File: config.mk
export PLATFORM = sky130hd
export DESIGN_NAME = pms_power_supervisor
export DESIGN_NICKNAME = d
export VERILOG_FILES = /design/src/pms_pkg.sv /design/src/pms_sup_if.sv /design/src/pms_supply_watch.sv /design/src/pms_restore_seq.sv /design/src/pms_power_supervisor.sv
export SDC_FILE = /design/constraint.sdc
export NUM_CORES = 1
export LEC_CHECK = 0
export BUFFER_PORTS_ARGS = -buffer_cell sky130_fd_sc_hd__buf_2
export CAP_MARGIN = 20
export CORE_ASPECT_RATIO = 1.4
export CORE_MARGIN = 2
export CORE_UTILIZATION = 40
export DETAILED_ROUTE_END_ITERATION = 7
export PLACE_DENSITY = 0.77
export SLEW_MARGIN = 10
export SYNTH_ARGS = -nofsm -noshare
export SYNTH_HDL_FRONTEND = slang
export SYNTH_HIERARCHICAL = 1
export SYNTH_SLANG_ARGS = --single-unit
File: constraint.sdc
create_clock -name mclk -period 3.1 [get_ports mclk]
set_input_delay 0.155 -clock mclk [delete_from_list [all_inputs] [get_ports mclk]]
set_output_delay 0.155 -clock mclk [all_outputs]
set_load 0.005 [all_outputs]
File: src/pms_pkg.sv
// package of constants for the power mode supervisor
package pms_pkg;
  // ****************************************
  // clock and timing
  // ****************************************
  localparam int CLK_MHZ = 40;
  localparam int REG_SETTLE_NS = 2000;
  localparam int CLK_SETTLE_NS = 500;
  localparam int REG_SETTLE_CYC = (REG_SETTLE_NS * CLK_MHZ + 999) / 1000;
  localparam int CLK_SETTLE_CYC = (CLK_SETTLE_NS * CLK_MHZ + 999) / 1000;
  localparam int CNT_W = 8;
  // ****************************************
  // peripheral vector positions
  // ****************************************
  localparam int NPER = 19;
  localparam int P_BROWN = 0;
  localparam int P_WATCH = 1;
  localparam int P_WDG = 4;
  localparam int P_GPIO = 14;
  localparam int P_DMA = 15;
  localparam int P_RADIO = 16;
  localparam int NWK = 22;
  localparam int W_RSTPIN = 19;
  localparam int W_ANYIO = 20;
  localparam int W_WAKEPIN = 21;
  // ****************************************
  // active peripheral sets per mode
  // ****************************************
  localparam logic [NPER-1:0] ACT_ALL = 19'h7FFFF;
  localparam logic [NPER-1:0] ACT_NORADIO = 19'h6FFFF;
  localparam logic [NPER-1:0] ACT_STOP0 = 19'h3FFFF;
  localparam logic [NPER-1:0] ACT_STOP0_R2 = 19'h2FFFF;
  localparam logic [NPER-1:0] ACT_STOP1 = 19'h07FFF;
  localparam logic [NPER-1:0] ACT_STOP2 = 19'h05B7F;
  localparam logic [NPER-1:0] ACT_STOP3 = 19'h04013;
  localparam logic [NPER-1:0] ACT_STBYRET = 19'h0003D;
  localparam logic [NPER-1:0] ACT_STBY = 19'h00011;
  // ****************************************
  // wake source sets per mode
  // ****************************************
  localparam logic [NWK-1:0] WK_ALL = 22'h3FFFFF;
  localparam logic [NWK-1:0] WK_STOP0 = 22'h3BBFFF;
  localparam logic [NWK-1:0] WK_STOP0_R2 = 22'h3ABFFF;
  localparam logic [NWK-1:0] WK_STOP1 = 22'h383FFF;
  localparam logic [NWK-1:0] WK_STOP2 = 22'h381B7F;
  localparam logic [NWK-1:0] WK_STOP3 = 22'h200010;
  localparam logic [NWK-1:0] WK_STBYRET = 22'h28003D;
  localparam logic [NWK-1:0] WK_STBY = 22'h280011;
  // ****************************************
  // mode select codes, ranges, thresholds
  // ****************************************
  localparam logic [2:0] SEL_SLEEP = 3'h0;
  localparam logic [2:0] SEL_STOP0 = 3'h1;
  localparam logic [2:0] SEL_STOP1 = 3'h2;
  localparam logic [2:0] SEL_STOP2 = 3'h3;
  localparam logic [2:0] SEL_STOP3 = 3'h4;
  localparam logic [2:0] SEL_STBYRET = 3'h5;
  localparam logic [2:0] SEL_STBY = 3'h6;
  localparam logic [1:0] RANGE_1 = 2'h0;
  localparam logic [1:0] RANGE_1P5 = 2'h1;
  localparam logic [1:0] RANGE_2 = 2'h2;
  localparam logic [2:0] BROWN_LOWEST = 3'h0;
  localparam logic [1:0] EDGE_FALL = 2'h1;
  localparam logic [1:0] EDGE_RISE = 2'h2;
  typedef enum logic [3:0] {
    M_RUN, M_SLEEP, M_STOP0, M_STOP1, M_STOP2, M_STOP3, M_STBYRET, M_STBY, M_RESTORE
  } pms_mode_e;
endpackage

File: src/pms_sup_if.sv
// interface between mode sequencer and supply supervisor
`timescale 1ns/1ps
interface pms_sup_if;
  logic belowBrown;
  logic belowWatch;
  logic [2:0] optThreshold;
  logic optValid;
  logic watchEnable;
  logic [1:0] watchEdgeSel;
  logic watchIrqClear;
  logic brownHold;
  logic [2:0] brownThreshold;
  logic watchIrq;
  modport sup (
    input belowBrown, belowWatch, optThreshold, optValid, watchEnable, watchEdgeSel,
    input watchIrqClear,
    output brownHold, brownThreshold, watchIrq
  );
  modport ctl (
    output belowBrown, belowWatch, optThreshold, optValid, watchEnable, watchEdgeSel,
    output watchIrqClear,
    input brownHold, brownThreshold, watchIrq
  );
endinterface

File: src/pms_supply_watch.sv
// brown-out hold, threshold selection and supply level watcher
`timescale 1ns/1ps
module pms_supply_watch
  import pms_pkg::*;
(
  input wire logic mclk,
  input wire logic reset,
  pms_sup_if.sup sup
);
  logic prevBelow;
  logic [2:0] threshold;
  logic irq;
  wire fellBelow = sup.belowWatch && !prevBelow;
  wire roseAbove = !sup.belowWatch && prevBelow;
  // RULE4 edge selected event
  wire watchEvent = sup.watchEnable &&
    ((fellBelow && sup.watchEdgeSel[0]) || (roseAbove && sup.watchEdgeSel[1]));
  // RULE1 hold while supply low
  assign sup.brownHold = sup.belowBrown;
  assign sup.brownThreshold = threshold;
  assign sup.watchIrq = irq;
  // RULE2 lowest level until options load
  always_ff @(posedge mclk)
  begin
    if (reset)
      threshold <= BROWN_LOWEST;
    else if (sup.optValid)
      threshold <= sup.optThreshold;
  end
  // set wins over clear
  always_ff @(posedge mclk)
  begin
    if (reset || sup.brownHold)
    begin
      prevBelow <= 1'b0;
      irq <= 1'b0;
    end
    else
    begin
      prevBelow <= sup.belowWatch;
      irq <= watchEvent || (irq && !sup.watchIrqClear);
    end
  end
  a_watch_event_sets: assert property (@(posedge mclk) disable iff (reset) // RULE4
    (watchEvent && !sup.brownHold) |=> irq)
    else $error("watch event did not raise interrupt");
  a_watch_needs_enable: assert property (@(posedge mclk) disable iff (reset) // RULE4
    (!irq && !sup.watchEnable) |=> !irq)
    else $error("watch interrupt raised while disabled");
endmodule // pms_supply_watch

File: src/pms_restore_seq.sv
// wake-up restore sequence: regulator, clock, peripherals, then cpu
`timescale 1ns/1ps
module pms_restore_seq
  import pms_pkg::*;
(
  input wire logic mclk,
  input wire logic reset,
  input wire logic start,
  output logic regUp,
  output logic clkUp,
  output logic done
);
  typedef enum logic [1:0] {R_IDLE, R_REG, R_CLK, R_DONE} pms_rst_e;
  pms_rst_e state;
  logic [CNT_W-1:0] count;
  wire countEnd = (count == '0);
  // RULE26 restore order
  always_ff @(posedge mclk)
  begin
    if (reset)
    begin
      state <= R_IDLE;
      count <= '0;
    end
    else
    begin
      case (state)
        R_IDLE:
          if (start)
          begin
            state <= R_REG;
            count <= CNT_W'(REG_SETTLE_CYC - 1);
          end
        R_REG:
          if (countEnd)
          begin
            state <= R_CLK;
            count <= CNT_W'(CLK_SETTLE_CYC - 1);
          end
          else
            count <= count - 1'b1;
        R_CLK:
          if (countEnd)
            state <= R_DONE;
          else
            count <= count - 1'b1;
        R_DONE: state <= R_IDLE;
        default: state <= R_IDLE;
      endcase
    end
  end
  assign regUp = (state != R_IDLE);
  assign clkUp = (state == R_CLK) || (state == R_DONE);
  assign done = (state == R_DONE);
  a_restore_after_clock: assert property (@(posedge mclk) disable iff (reset) // RULE26
    done |-> $past(clkUp) && regUp)
    else $error("restore finished before clock was up");
endmodule // pms_restore_seq

File: src/pms_power_supervisor.sv
// power mode supervisor top: modes, gating, wake-up and supply control
// ****************************************
// Functional notes
// RULE1 - hold whole chip in reset while supply below brown-out level
// RULE2 - power-on threshold is lowest level; higher ones from option settings
// RULE3 - brown-out detector stays active in every mode
// RULE4 - software-enabled supply watcher interrupts on fall, rise or both
// RULE5 - software keeps clocks at 64 MHz in ranges 1, 1.5, 16 MHz range 2
// RULE6 - run and sleep: radio only in range 1, all else usable
// RULE7 - sleep stops cpu only; any interrupt or event wakes it
// RULE8 - stop 0 at range 2 drops radio; cpu and flash off
// RULE9 - stop 1 keeps listed low-power peripherals; others freeze
// RULE10 - stop 2 keeps smaller set; others powered down
// RULE11 - stop 3 keeps brown-out, watcher, gpio, watchdog; wake pin or watchdog
// RULE12 - standby retention: cpu off, sram may stay; limited wake sources
// RULE13 - standby: regulator and sram off; reset pin, brown-out, watchdog, wake pin
// RULE14 - in both standby modes each pad takes its software state
// RULE15 - stop 1 to 3 and retention: main regulator off, low-power one on
// RULE16 - flash may power down and clock gate when running from sram
// RULE17 - in sleep both sram bank clocks gate independently
// RULE18 - each sram can be switched off where sram is retained
// RULE19 - stop 0 turns fast rc on while a peripheral requests it
// RULE20 - low-power dma runs in stop 0 and may raise wake interrupt
// RULE21 - stop mode peripherals may request bus clock or wake
// RULE22 - core supply source switches either way while running, no reset
// RULE23 - after stop or standby wake the system clock is fast rc
// RULE24 - bus clock request in stop 1 enters stop 0, returns when none
// RULE25 - start in run after reset
// RULE26 - restore regulator, clocks, peripherals before cpu resumes
// ****************************************
`timescale 1ns/1ps
module pms_power_supervisor
  import pms_pkg::*;
#(
  parameter int NIO = 8
)
(
  input wire logic mclk,
  input wire logic reset,
  input wire logic supplyBelowBrown,
  input wire logic supplyBelowWatch,
  input wire logic [2:0] optionThreshold,
  input wire logic optionValid,
  input wire logic watchEnable,
  input wire logic [1:0] watchEdgeSel,
  input wire logic watchIrqClear,
  input wire logic [2:0] lowPowerSel,
  input wire logic enterLowPower,
  input wire logic [1:0] rangeSel,
  input wire logic anyInterrupt,
  input wire logic [NWK-1:0] wakeSources,
  input wire logic [NPER-1:0] busClkReq,
  input wire logic [NPER-1:0] kernelClkReq,
  input wire logic execFromRam,
  input wire logic flashSleepReq,
  input wire logic [1:0] ramClkOff,
  input wire logic [1:0] ramPowerOff,
  input wire logic [2*NIO-1:0] ioStandbyCfg,
  input wire logic useSwitcher,
  output logic chipReset,
  output logic [2:0] brownThreshold,
  output logic watchIrq,
  output logic [3:0] modeState,
  output logic [1:0] coreRange,
  output logic mainRegOn,
  output logic lowPowerRegOn,
  output logic switcherOn,
  output logic linearOn,
  output logic cpuClkOn,
  output logic cpuPowerOn,
  output logic flashPowerOn,
  output logic flashClkOn,
  output logic [1:0] ramClkOn,
  output logic [1:0] ramPowerOn,
  output logic [NPER-1:0] periphActive,
  output logic [NPER-1:0] periphFrozen,
  output logic [NPER-1:0] periphPowerOn,
  output logic fastRcOn,
  output logic sysClkFastRc,
  output logic [2*NIO-1:0] ioPadState,
  output logic ioStandbyHold
);
  pms_mode_e mode;
  pms_mode_e next_mode;
  logic autoStop0;
  logic next_autoStop0;
  logic [1:0] rangeReg;
  logic restoreStart;
  logic regUp;
  logic clkUp;
  logic restoreDone;
  logic switcherSel;
  logic handover;

  // ****************************************
  // mode tables
  // ****************************************
  function automatic logic [NPER-1:0] activeSet(input pms_mode_e m, input logic [1:0] r);
    logic [NPER-1:0] s;
    s = '0;
    case (m)
      // RULE6 radio only in range 1
      M_RUN, M_SLEEP, M_RESTORE: s = (r == RANGE_1) ? ACT_ALL : ACT_NORADIO;
      // RULE8 stop 0 at range 2 loses radio
      M_STOP0: s = (r == RANGE_1) ? ACT_STOP0 : ACT_STOP0_R2;
      // RULE9 stop 1 set
      M_STOP1: s = ACT_STOP1;
      // RULE10 stop 2 set
      M_STOP2: s = ACT_STOP2;
      // RULE11 stop 3 set
      M_STOP3: s = ACT_STOP3;
      M_STBYRET: s = ACT_STBYRET;
      M_STBY: s = ACT_STBY;
      default: s = ACT_ALL;
    endcase
    return s;
  endfunction

  function automatic logic [NWK-1:0] wakeSet(input pms_mode_e m, input logic [1:0] r);
    logic [NWK-1:0] s;
    s = '0;
    case (m)
      M_SLEEP: s = WK_ALL;
      M_STOP0: s = (r == RANGE_1) ? WK_STOP0 : WK_STOP0_R2;
      M_STOP1: s = WK_STOP1;
      M_STOP2: s = WK_STOP2;
      // RULE11 wake pin or watchdog only
      M_STOP3: s = WK_STOP3;
      // RULE12 retention wake set
      M_STBYRET: s = WK_STBYRET;
      // RULE13 standby wake set
      M_STBY: s = WK_STBY;
      default: s = '0;
    endcase
    return s;
  endfunction

  // ****************************************
  // supply supervision
  // ****************************************
  pms_sup_if supBus ();
  assign supBus.belowBrown = supplyBelowBrown;
  assign supBus.belowWatch = supplyBelowWatch;
  assign supBus.optThreshold = optionThreshold;
  assign supBus.optValid = optionValid;
  assign supBus.watchEnable = watchEnable;
  assign supBus.watchEdgeSel = watchEdgeSel;
  assign supBus.watchIrqClear = watchIrqClear;

  pms_supply_watch u_supply (
    .mclk(mclk),
    .reset(reset),
    .sup(supBus)
  );

  // RULE1 chip reset from brown-out, no external help
  assign chipReset = reset || supBus.brownHold;
  assign brownThreshold = supBus.brownThreshold;
  assign watchIrq = supBus.watchIrq;

  // ****************************************
  // wake and request decode
  // ****************************************
  wire [NPER-1:0] modeActive = activeSet(mode, rangeReg);
  wire [NWK-1:0] modeWake = wakeSet(mode, rangeReg);
  // RULE21 only running peripherals may request or wake
  wire [NPER-1:0] busReqLive = busClkReq & modeActive;
  wire [NPER-1:0] kerReqLive = kernelClkReq & modeActive;
  wire anyBusReq = |busReqLive;
  wire [NWK-1:0] wakeLive = {wakeSources[NWK-1:NPER], wakeSources[NPER-1:0] & modeActive};
  // RULE7 sleep also wakes on any interrupt
  wire wakeHit = (|(wakeLive & modeWake)) || ((mode == M_SLEEP) && anyInterrupt);
  wire inStop = (mode == M_STOP0) || (mode == M_STOP1) || (mode == M_STOP2) ||
    (mode == M_STOP3);
  wire inStandby = (mode == M_STBYRET) || (mode == M_STBY);
  wire [NPER-1:0] stop2Kept = ACT_STOP2 & ~ACT_STOP3;

  // ****************************************
  // mode sequencer
  // ****************************************
  always_comb
  begin
    next_mode = mode;
    next_autoStop0 = autoStop0;
    restoreStart = 1'b0;
    case (mode)
      M_RUN:
        if (enterLowPower)
        begin
          next_autoStop0 = 1'b0;
          case (lowPowerSel)
            SEL_SLEEP: next_mode = M_SLEEP;
            SEL_STOP0: next_mode = M_STOP0;
            SEL_STOP1: next_mode = M_STOP1;
            SEL_STOP2: next_mode = M_STOP2;
            SEL_STOP3: next_mode = M_STOP3;
            SEL_STBYRET: next_mode = M_STBYRET;
            SEL_STBY: next_mode = M_STBY;
            default: next_mode = M_RUN;
          endcase
        end
      M_SLEEP:
        // RULE7 cpu stays powered, only clock returns
        if (wakeHit)
          next_mode = M_RUN;
      M_STOP0:
        if (wakeHit)
        begin
          next_mode = M_RESTORE;
          next_autoStop0 = 1'b0;
          restoreStart = 1'b1;
        end
        // RULE24 back to stop 1 once requests end
        else if (autoStop0 && !anyBusReq)
        begin
          next_mode = M_STOP1;
          next_autoStop0 = 1'b0;
        end
      M_STOP1:
        if (wakeHit)
        begin
          next_mode = M_RESTORE;
          restoreStart = 1'b1;
        end
        // RULE24 bus clock request enters stop 0
        else if (anyBusReq)
        begin
          next_mode = M_STOP0;
          next_autoStop0 = 1'b1;
        end
      M_STOP2, M_STOP3, M_STBYRET, M_STBY:
        if (wakeHit)
        begin
          next_mode = M_RESTORE;
          restoreStart = 1'b1;
        end
      // RULE26 cpu waits for restore
      M_RESTORE:
        if (restoreDone)
          next_mode = M_RUN;
      default: next_mode = M_RUN;
    endcase
  end

  // RULE25 run after reset or brown-out
  always_ff @(posedge mclk)
  begin
    if (chipReset)
    begin
      mode <= M_RUN;
      autoStop0 <= 1'b0;
    end
    else
    begin
      mode <= next_mode;
      autoStop0 <= next_autoStop0;
    end
  end

  // range changes only while running
  always_ff @(posedge mclk)
  begin
    if (chipReset)
      rangeReg <= RANGE_1;
    else if (mode == M_RUN)
      rangeReg <= rangeSel;
  end

  // RULE23 fast rc is system clock after any stop or standby wake
  always_ff @(posedge mclk)
  begin
    if (chipReset)
      sysClkFastRc <= 1'b1;
    else if (mode == M_RESTORE)
      sysClkFastRc <= 1'b1;
    else if (mode == M_RUN && enterLowPower)
      sysClkFastRc <= 1'b0;
  end

  pms_restore_seq u_restore (
    .mclk(mclk),
    .reset(chipReset),
    .start(restoreStart),
    .regUp(regUp),
    .clkUp(clkUp),
    .done(restoreDone)
  );

  // ****************************************
  // core supply source
  // ****************************************
  // RULE22 both stages overlap one cycle so the core never drops
  always_ff @(posedge mclk)
  begin
    if (chipReset)
    begin
      switcherSel <= 1'b0;
      handover <= 1'b0;
    end
    else
    begin
      switcherSel <= useSwitcher;
      handover <= (useSwitcher != switcherSel);
    end
  end

  // ****************************************
  // power and clock outputs
  // ****************************************
  wire awake = (mode == M_RUN) || (mode == M_SLEEP);
  wire lowPowerReg = (mode == M_STOP1) || (mode == M_STOP2) || (mode == M_STOP3) ||
    (mode == M_STBYRET);
  wire regulatorOn = (mode != M_STBY) || regUp;
  // RULE15 low-power regulator in deep stop and retention
  assign mainRegOn = (awake || mode == M_STOP0) || regUp;
  assign lowPowerRegOn = lowPowerReg && !regUp;
  assign switcherOn = regulatorOn && (switcherSel || handover);
  assign linearOn = regulatorOn && (!switcherSel || handover);
  assign modeState = mode;
  assign coreRange = rangeReg;
  // RULE7 cpu clock stops in sleep
  assign cpuClkOn = (mode == M_RUN);
  // RULE12 cpu unpowered in both standby modes
  assign cpuPowerOn = !inStandby || (mode == M_RESTORE);
  // RULE16 in run and sleep, flash sleeps only while code runs from sram; off in every other mode
  assign flashPowerOn = awake && !(execFromRam && flashSleepReq);
  assign flashClkOn = flashPowerOn;
  // RULE17 bank clocks gate independently in sleep
  assign ramClkOn = awake ? ((mode == M_SLEEP) ? ~ramClkOff : 2'h3) : 2'h0;
  // RULE18 per-bank power off where retained
  // RULE13 no sram in standby
  assign ramPowerOn = (mode == M_STBY) ? 2'h0 :
    ((inStop || mode == M_STBYRET) ? ~ramPowerOff : 2'h3);
  // RULE3 brown-out bit is set in every active set
  // RULE20 dma active in stop 0 through its set
  // brown-out and watchdog stay up while the restore waits for its clock
  assign periphActive = (mode == M_RESTORE && !clkUp) ? ACT_STBY : modeActive;
  // RULE9 frozen parts keep state with clock stopped
  // RULE11 stop 2 leftovers freeze in stop 3
  assign periphFrozen = ((mode == M_STOP0) || (mode == M_STOP1)) ? ~modeActive :
    ((mode == M_STOP3) ? stop2Kept : '0);
  // RULE10 beyond the stop 2 set all is unpowered
  assign periphPowerOn = ((mode == M_STOP2) || (mode == M_STOP3)) ? ACT_STOP2 :
    (inStandby ? modeActive : ACT_ALL);
  // RULE19 fast rc on while a peripheral asks
  assign fastRcOn = awake || clkUp ||
    (((mode == M_STOP0) || (mode == M_STOP1) || (mode == M_STOP2)) &&
    ((|kerReqLive) || anyBusReq));
  // RULE14 pads take software chosen state in standby
  assign ioStandbyHold = inStandby;
  assign ioPadState = inStandby ? ioStandbyCfg : '0;

  // ****************************************
  // checks
  // ****************************************
  a_brown_holds_reset: assert property (@(posedge mclk) // RULE1
    supplyBelowBrown |-> chipReset ##1 (mode == M_RUN && !watchIrq))
    else $error("chip not held in reset during brown-out");
  a_reset_gives_run: assert property (@(posedge mclk) // RULE25
    chipReset |=> mode == M_RUN)
    else $error("mode not run after reset");
  a_brown_always_on: assert property (@(posedge mclk) disable iff (chipReset) // RULE3
    periphActive[P_BROWN])
    else $error("brown-out detector inactive");
  a_radio_range_one: assert property (@(posedge mclk) disable iff (chipReset) // RULE6
    periphActive[P_RADIO] |-> rangeReg == RANGE_1)
    else $error("radio active outside range 1");
  a_stop1_bus_req: assert property (@(posedge mclk) disable iff (chipReset) // RULE24
    (mode == M_STOP1 && anyBusReq && !wakeHit) |=> mode == M_STOP0 && autoStop0)
    else $error("bus clock request did not enter stop 0");
  a_stop3_wake_only: assert property (@(posedge mclk) disable iff (chipReset) // RULE11
    (mode == M_STOP3 && !wakeSources[W_WAKEPIN] && !wakeSources[P_WDG]) |=> mode == M_STOP3)
    else $error("stop 3 left without a permitted source");
  a_deep_regulator: assert property (@(posedge mclk) disable iff (chipReset) // RULE15
    (lowPowerReg && !regUp) |-> !mainRegOn && lowPowerRegOn)
    else $error("wrong regulator in deep stop");
  a_wake_fast_clock: assert property (@(posedge mclk) disable iff (chipReset) // RULE23
    (mode == M_RESTORE && restoreDone) |=> mode == M_RUN && sysClkFastRc)
    else $error("wake did not resume on fast rc");
  a_cpu_after_restore: assert property (@(posedge mclk) disable iff (chipReset) // RULE26
    (inStop && wakeHit && mode != M_SLEEP) |=> !cpuClkOn [*2])
    else $error("cpu resumed before restore");
  a_sleep_wakes: assert property (@(posedge mclk) disable iff (chipReset) // RULE7
    (mode == M_SLEEP && anyInterrupt) |=> cpuClkOn)
    else $error("interrupt did not wake sleep");
endmodule // pms_power_supervisor

==> metrics.txt <==
status completed; maximum buffer depth of the clock tree 2; synth cell count leaders 41 x nor2_1, 40 x buf_4, 25 x dfxtp_1; Vias 3047; clock latency on the worst-skew pair 0.27 ns; register area share after synthesis 19.7%; cell mode on critical path a311oi_2; leading area contributor after synthesis dfxtp_1; Tcrit/Tclk final 89.9%; fin nets 609; non-filler instance count after layout 571; CP peak stage delay 0.68 ns; die height 98.3 um; Post-Syn Area per Cell 7.46 um^2; Slowest-stage cell, CP dfxtp_1; antenna violations before repair 0; fin crit period 2.79 ns; unrepaired setup endpoints after global routing false; Initial Util 41.2%; # IOs 201; max-cap check violation count 0; placed insts 567; site row count 34; clk slew on worst S/H paths 0.09 ns; Setup violations, final 0; most frequent cell after synthesis nor2_1; Worst-Margin Slew 0.587 ns; Pre-antenna DRT Iters 5; Via density 5.34; CP Capture Type flop; GP Congestion 0.866; ys flop type dfxtp_1; DRT Wirelength 8820 um; CTS tree built; power density over the cells 453 nW/um^2; clock buffer count from CTS 3; static leakage 1.63 nW; Post-synth ARST share 0%; H-tree levels 1; Max-Slew Margin vs Limit 59.8%; Synth-to-Final Area Change 32.2%; Core Region 6170 um^2; CP cell instances o22ai_1 > a2111o_1 > a311oi_2 > nor2b_1 > a311oi_2 > buf_4 > nor2_1 > a311oi_1; Clock Skew 0.00582 ns; Final Power 0.00152 W; top-area cell type share of the netlist area 19.7%; Chip Width 71.4 um; DRC viols 0; fmax 359 MHz; Fin Setup TNS 0 ns; Placed Area 3300 um^2; clk sinks 25; share of layout cells above drive strength 1 45.7%; Post-Synthesis Cells 341; Setup Crit Path Kind flop to flop; Final Hold Viols 0; DR iter-0 viols 159; critical path arrival 2.97 ns; Hold Crit Class primary input to flop; Seq cells post-synth 25; Finished Cell Area 3360 um^2; first-pass GRT wire length 13300 um; # fillers 601; Unique masters post-synth 73; Critical Path RT 3.28 ns; final max-slew violation count 0; drt wl/cell 15.4 um; CP max FO 15; DPL Wire Length 7410 um; DRT antenna net count 0; Post-synth EDFFs 0; clock root buffer master clkbuf_8; ANT cells 0; Worst setup SP type flop; grt total ovfl 0; die area 7020 um^2; synthesized area 2540 um^2; Total GRT Usage 23.4%; port bufs 189; largest net degree at the start of global routing 22; synth top area cells dfxtp_1 20%, buf_4 12%, nor2_1 6.1%; vias in the first global route 2862; largest vdd supply drop 0.336 mV; Yosys Warn Count 6
final cells by class:
cell class	count	area, um^2	area share (%)
clock buffer	4	45.0	1.34
inverter	23	86.3	2.57
multi-input combinational	248	1620	48.1
sequential	25	502	14.9
tap	72	90.1	2.68
timing repair buffer	199	1020	30.4
timing repair:
item,CTS,global route
setup buffers,0,0
hold buffers,0,0
setup endpoints to repair,0,7
gates resized for setup,0,4
cells by family (layout without fill, tap and decap cells):
group / after synthesis / after routing / synth area share [%]
adder cells (fa/ha/maj): 7 / 7 / 3.44
AO/OA/AOI/OAI: 84 / 84 / 25.9
buffers and inverters: 77 / 226 / 18.6
flip-flops: 25 / 25 / 19.7
XOR/XNOR: 5 / 5 / 1.72
other: 2 / 11 / 0.295
AND/OR/NAND/NOR: 137 / 137 / 28.8
multiplexers: 4 / 4 / 1.57
power breakdown:
part	switching [W]	leakage (nW)	internal, W
combinational	0.000512	1.41	0.000397
sequential	0.0000641	0.204	0.000354
clock	0.000102	0.0228	0.0000919
per-layer routing:
metal  part of all wire [%]  GRT usage [%]  vias up  wire (um)
met1                     37           27.1     1378       3250
met4                    1.7           6.53        0        154
met5                      0              0        -          0
met2                     52           44.2      180       4560
met3                    9.7           2.68       15        851
li1                       -              -     1474          -
state kept, by name, indices dropped and copies added (netlist names):
name                         count
modeState                        4
u_restore/count                  8
coreRange                        2
u_restore/state                  2
autoStop0                        1
switcherSel                      1
u_supply/prevBelow               1
sysClkFastRc                     1
u_supply/sup.watchIrq            1
u_supply/sup.brownThreshold      3
handover                         1
placed cells by master (no fill, tap or decap), drive strengths merged, types with 3 or more instances in the layout:
| cell | count |
|---|---|
| nor4 | 4 |
| a21oi | 14 |
| o21ai | 16 |
| or4 | 5 |
| nand2b | 3 |
| a311oi | 7 |
| inv | 23 |
| o31ai | 3 |
| dfxtp | 25 |
| and2 | 19 |
| nor3 | 13 |
| a2bb2oi | 3 |
| clkbuf | 4 |
| o21a | 3 |
| o22ai | 3 |
| xnor2 | 3 |
| nor2 | 41 |
| ha | 7 |
| nand2 | 26 |
| conb | 11 |
| nand3 | 10 |
| buf | 199 |
| mux2i | 4 |
| a21o | 5 |
stage by stage:
stage / setup slack, ns / utilization, % / hold WS, ns
after floorplan: 0.707 / - / 0.227
after global placement: 0.428 / 53.5 / 0.381
after detailed placement: 0.239 / 53.5 / 0.385
after CTS: 0.212 / 54.3 / 0.107
after global routing: 0.0499 / 54.5 / 0.114
final: 0.312 / 54.5 / 0.106
worst paths after layout:
check | start | end | slack (ns) | cells past startpoint
max | modeState[1] | u_restore/count[1] | 0.31 | 8
min | useSwitcher | switcherSel | 0.11 | 2
max reg2reg | modeState[1] | u_restore/count[1] | 0.31 | 8
min reg2reg | u_supply/sup.brownThreshold[0] | u_supply/sup.brownThreshold[0] | 0.51 | 2
worst max-delay path, delay by kind of cell, from the launching register on:
family / cells / cell delay, ns
compound gates: 5 / 1.55
simple gates: 2 / 0.24
buf+inv: 1 / 0.24
flops: 1 / 0.68
Power figures use the tool's default switching activity.
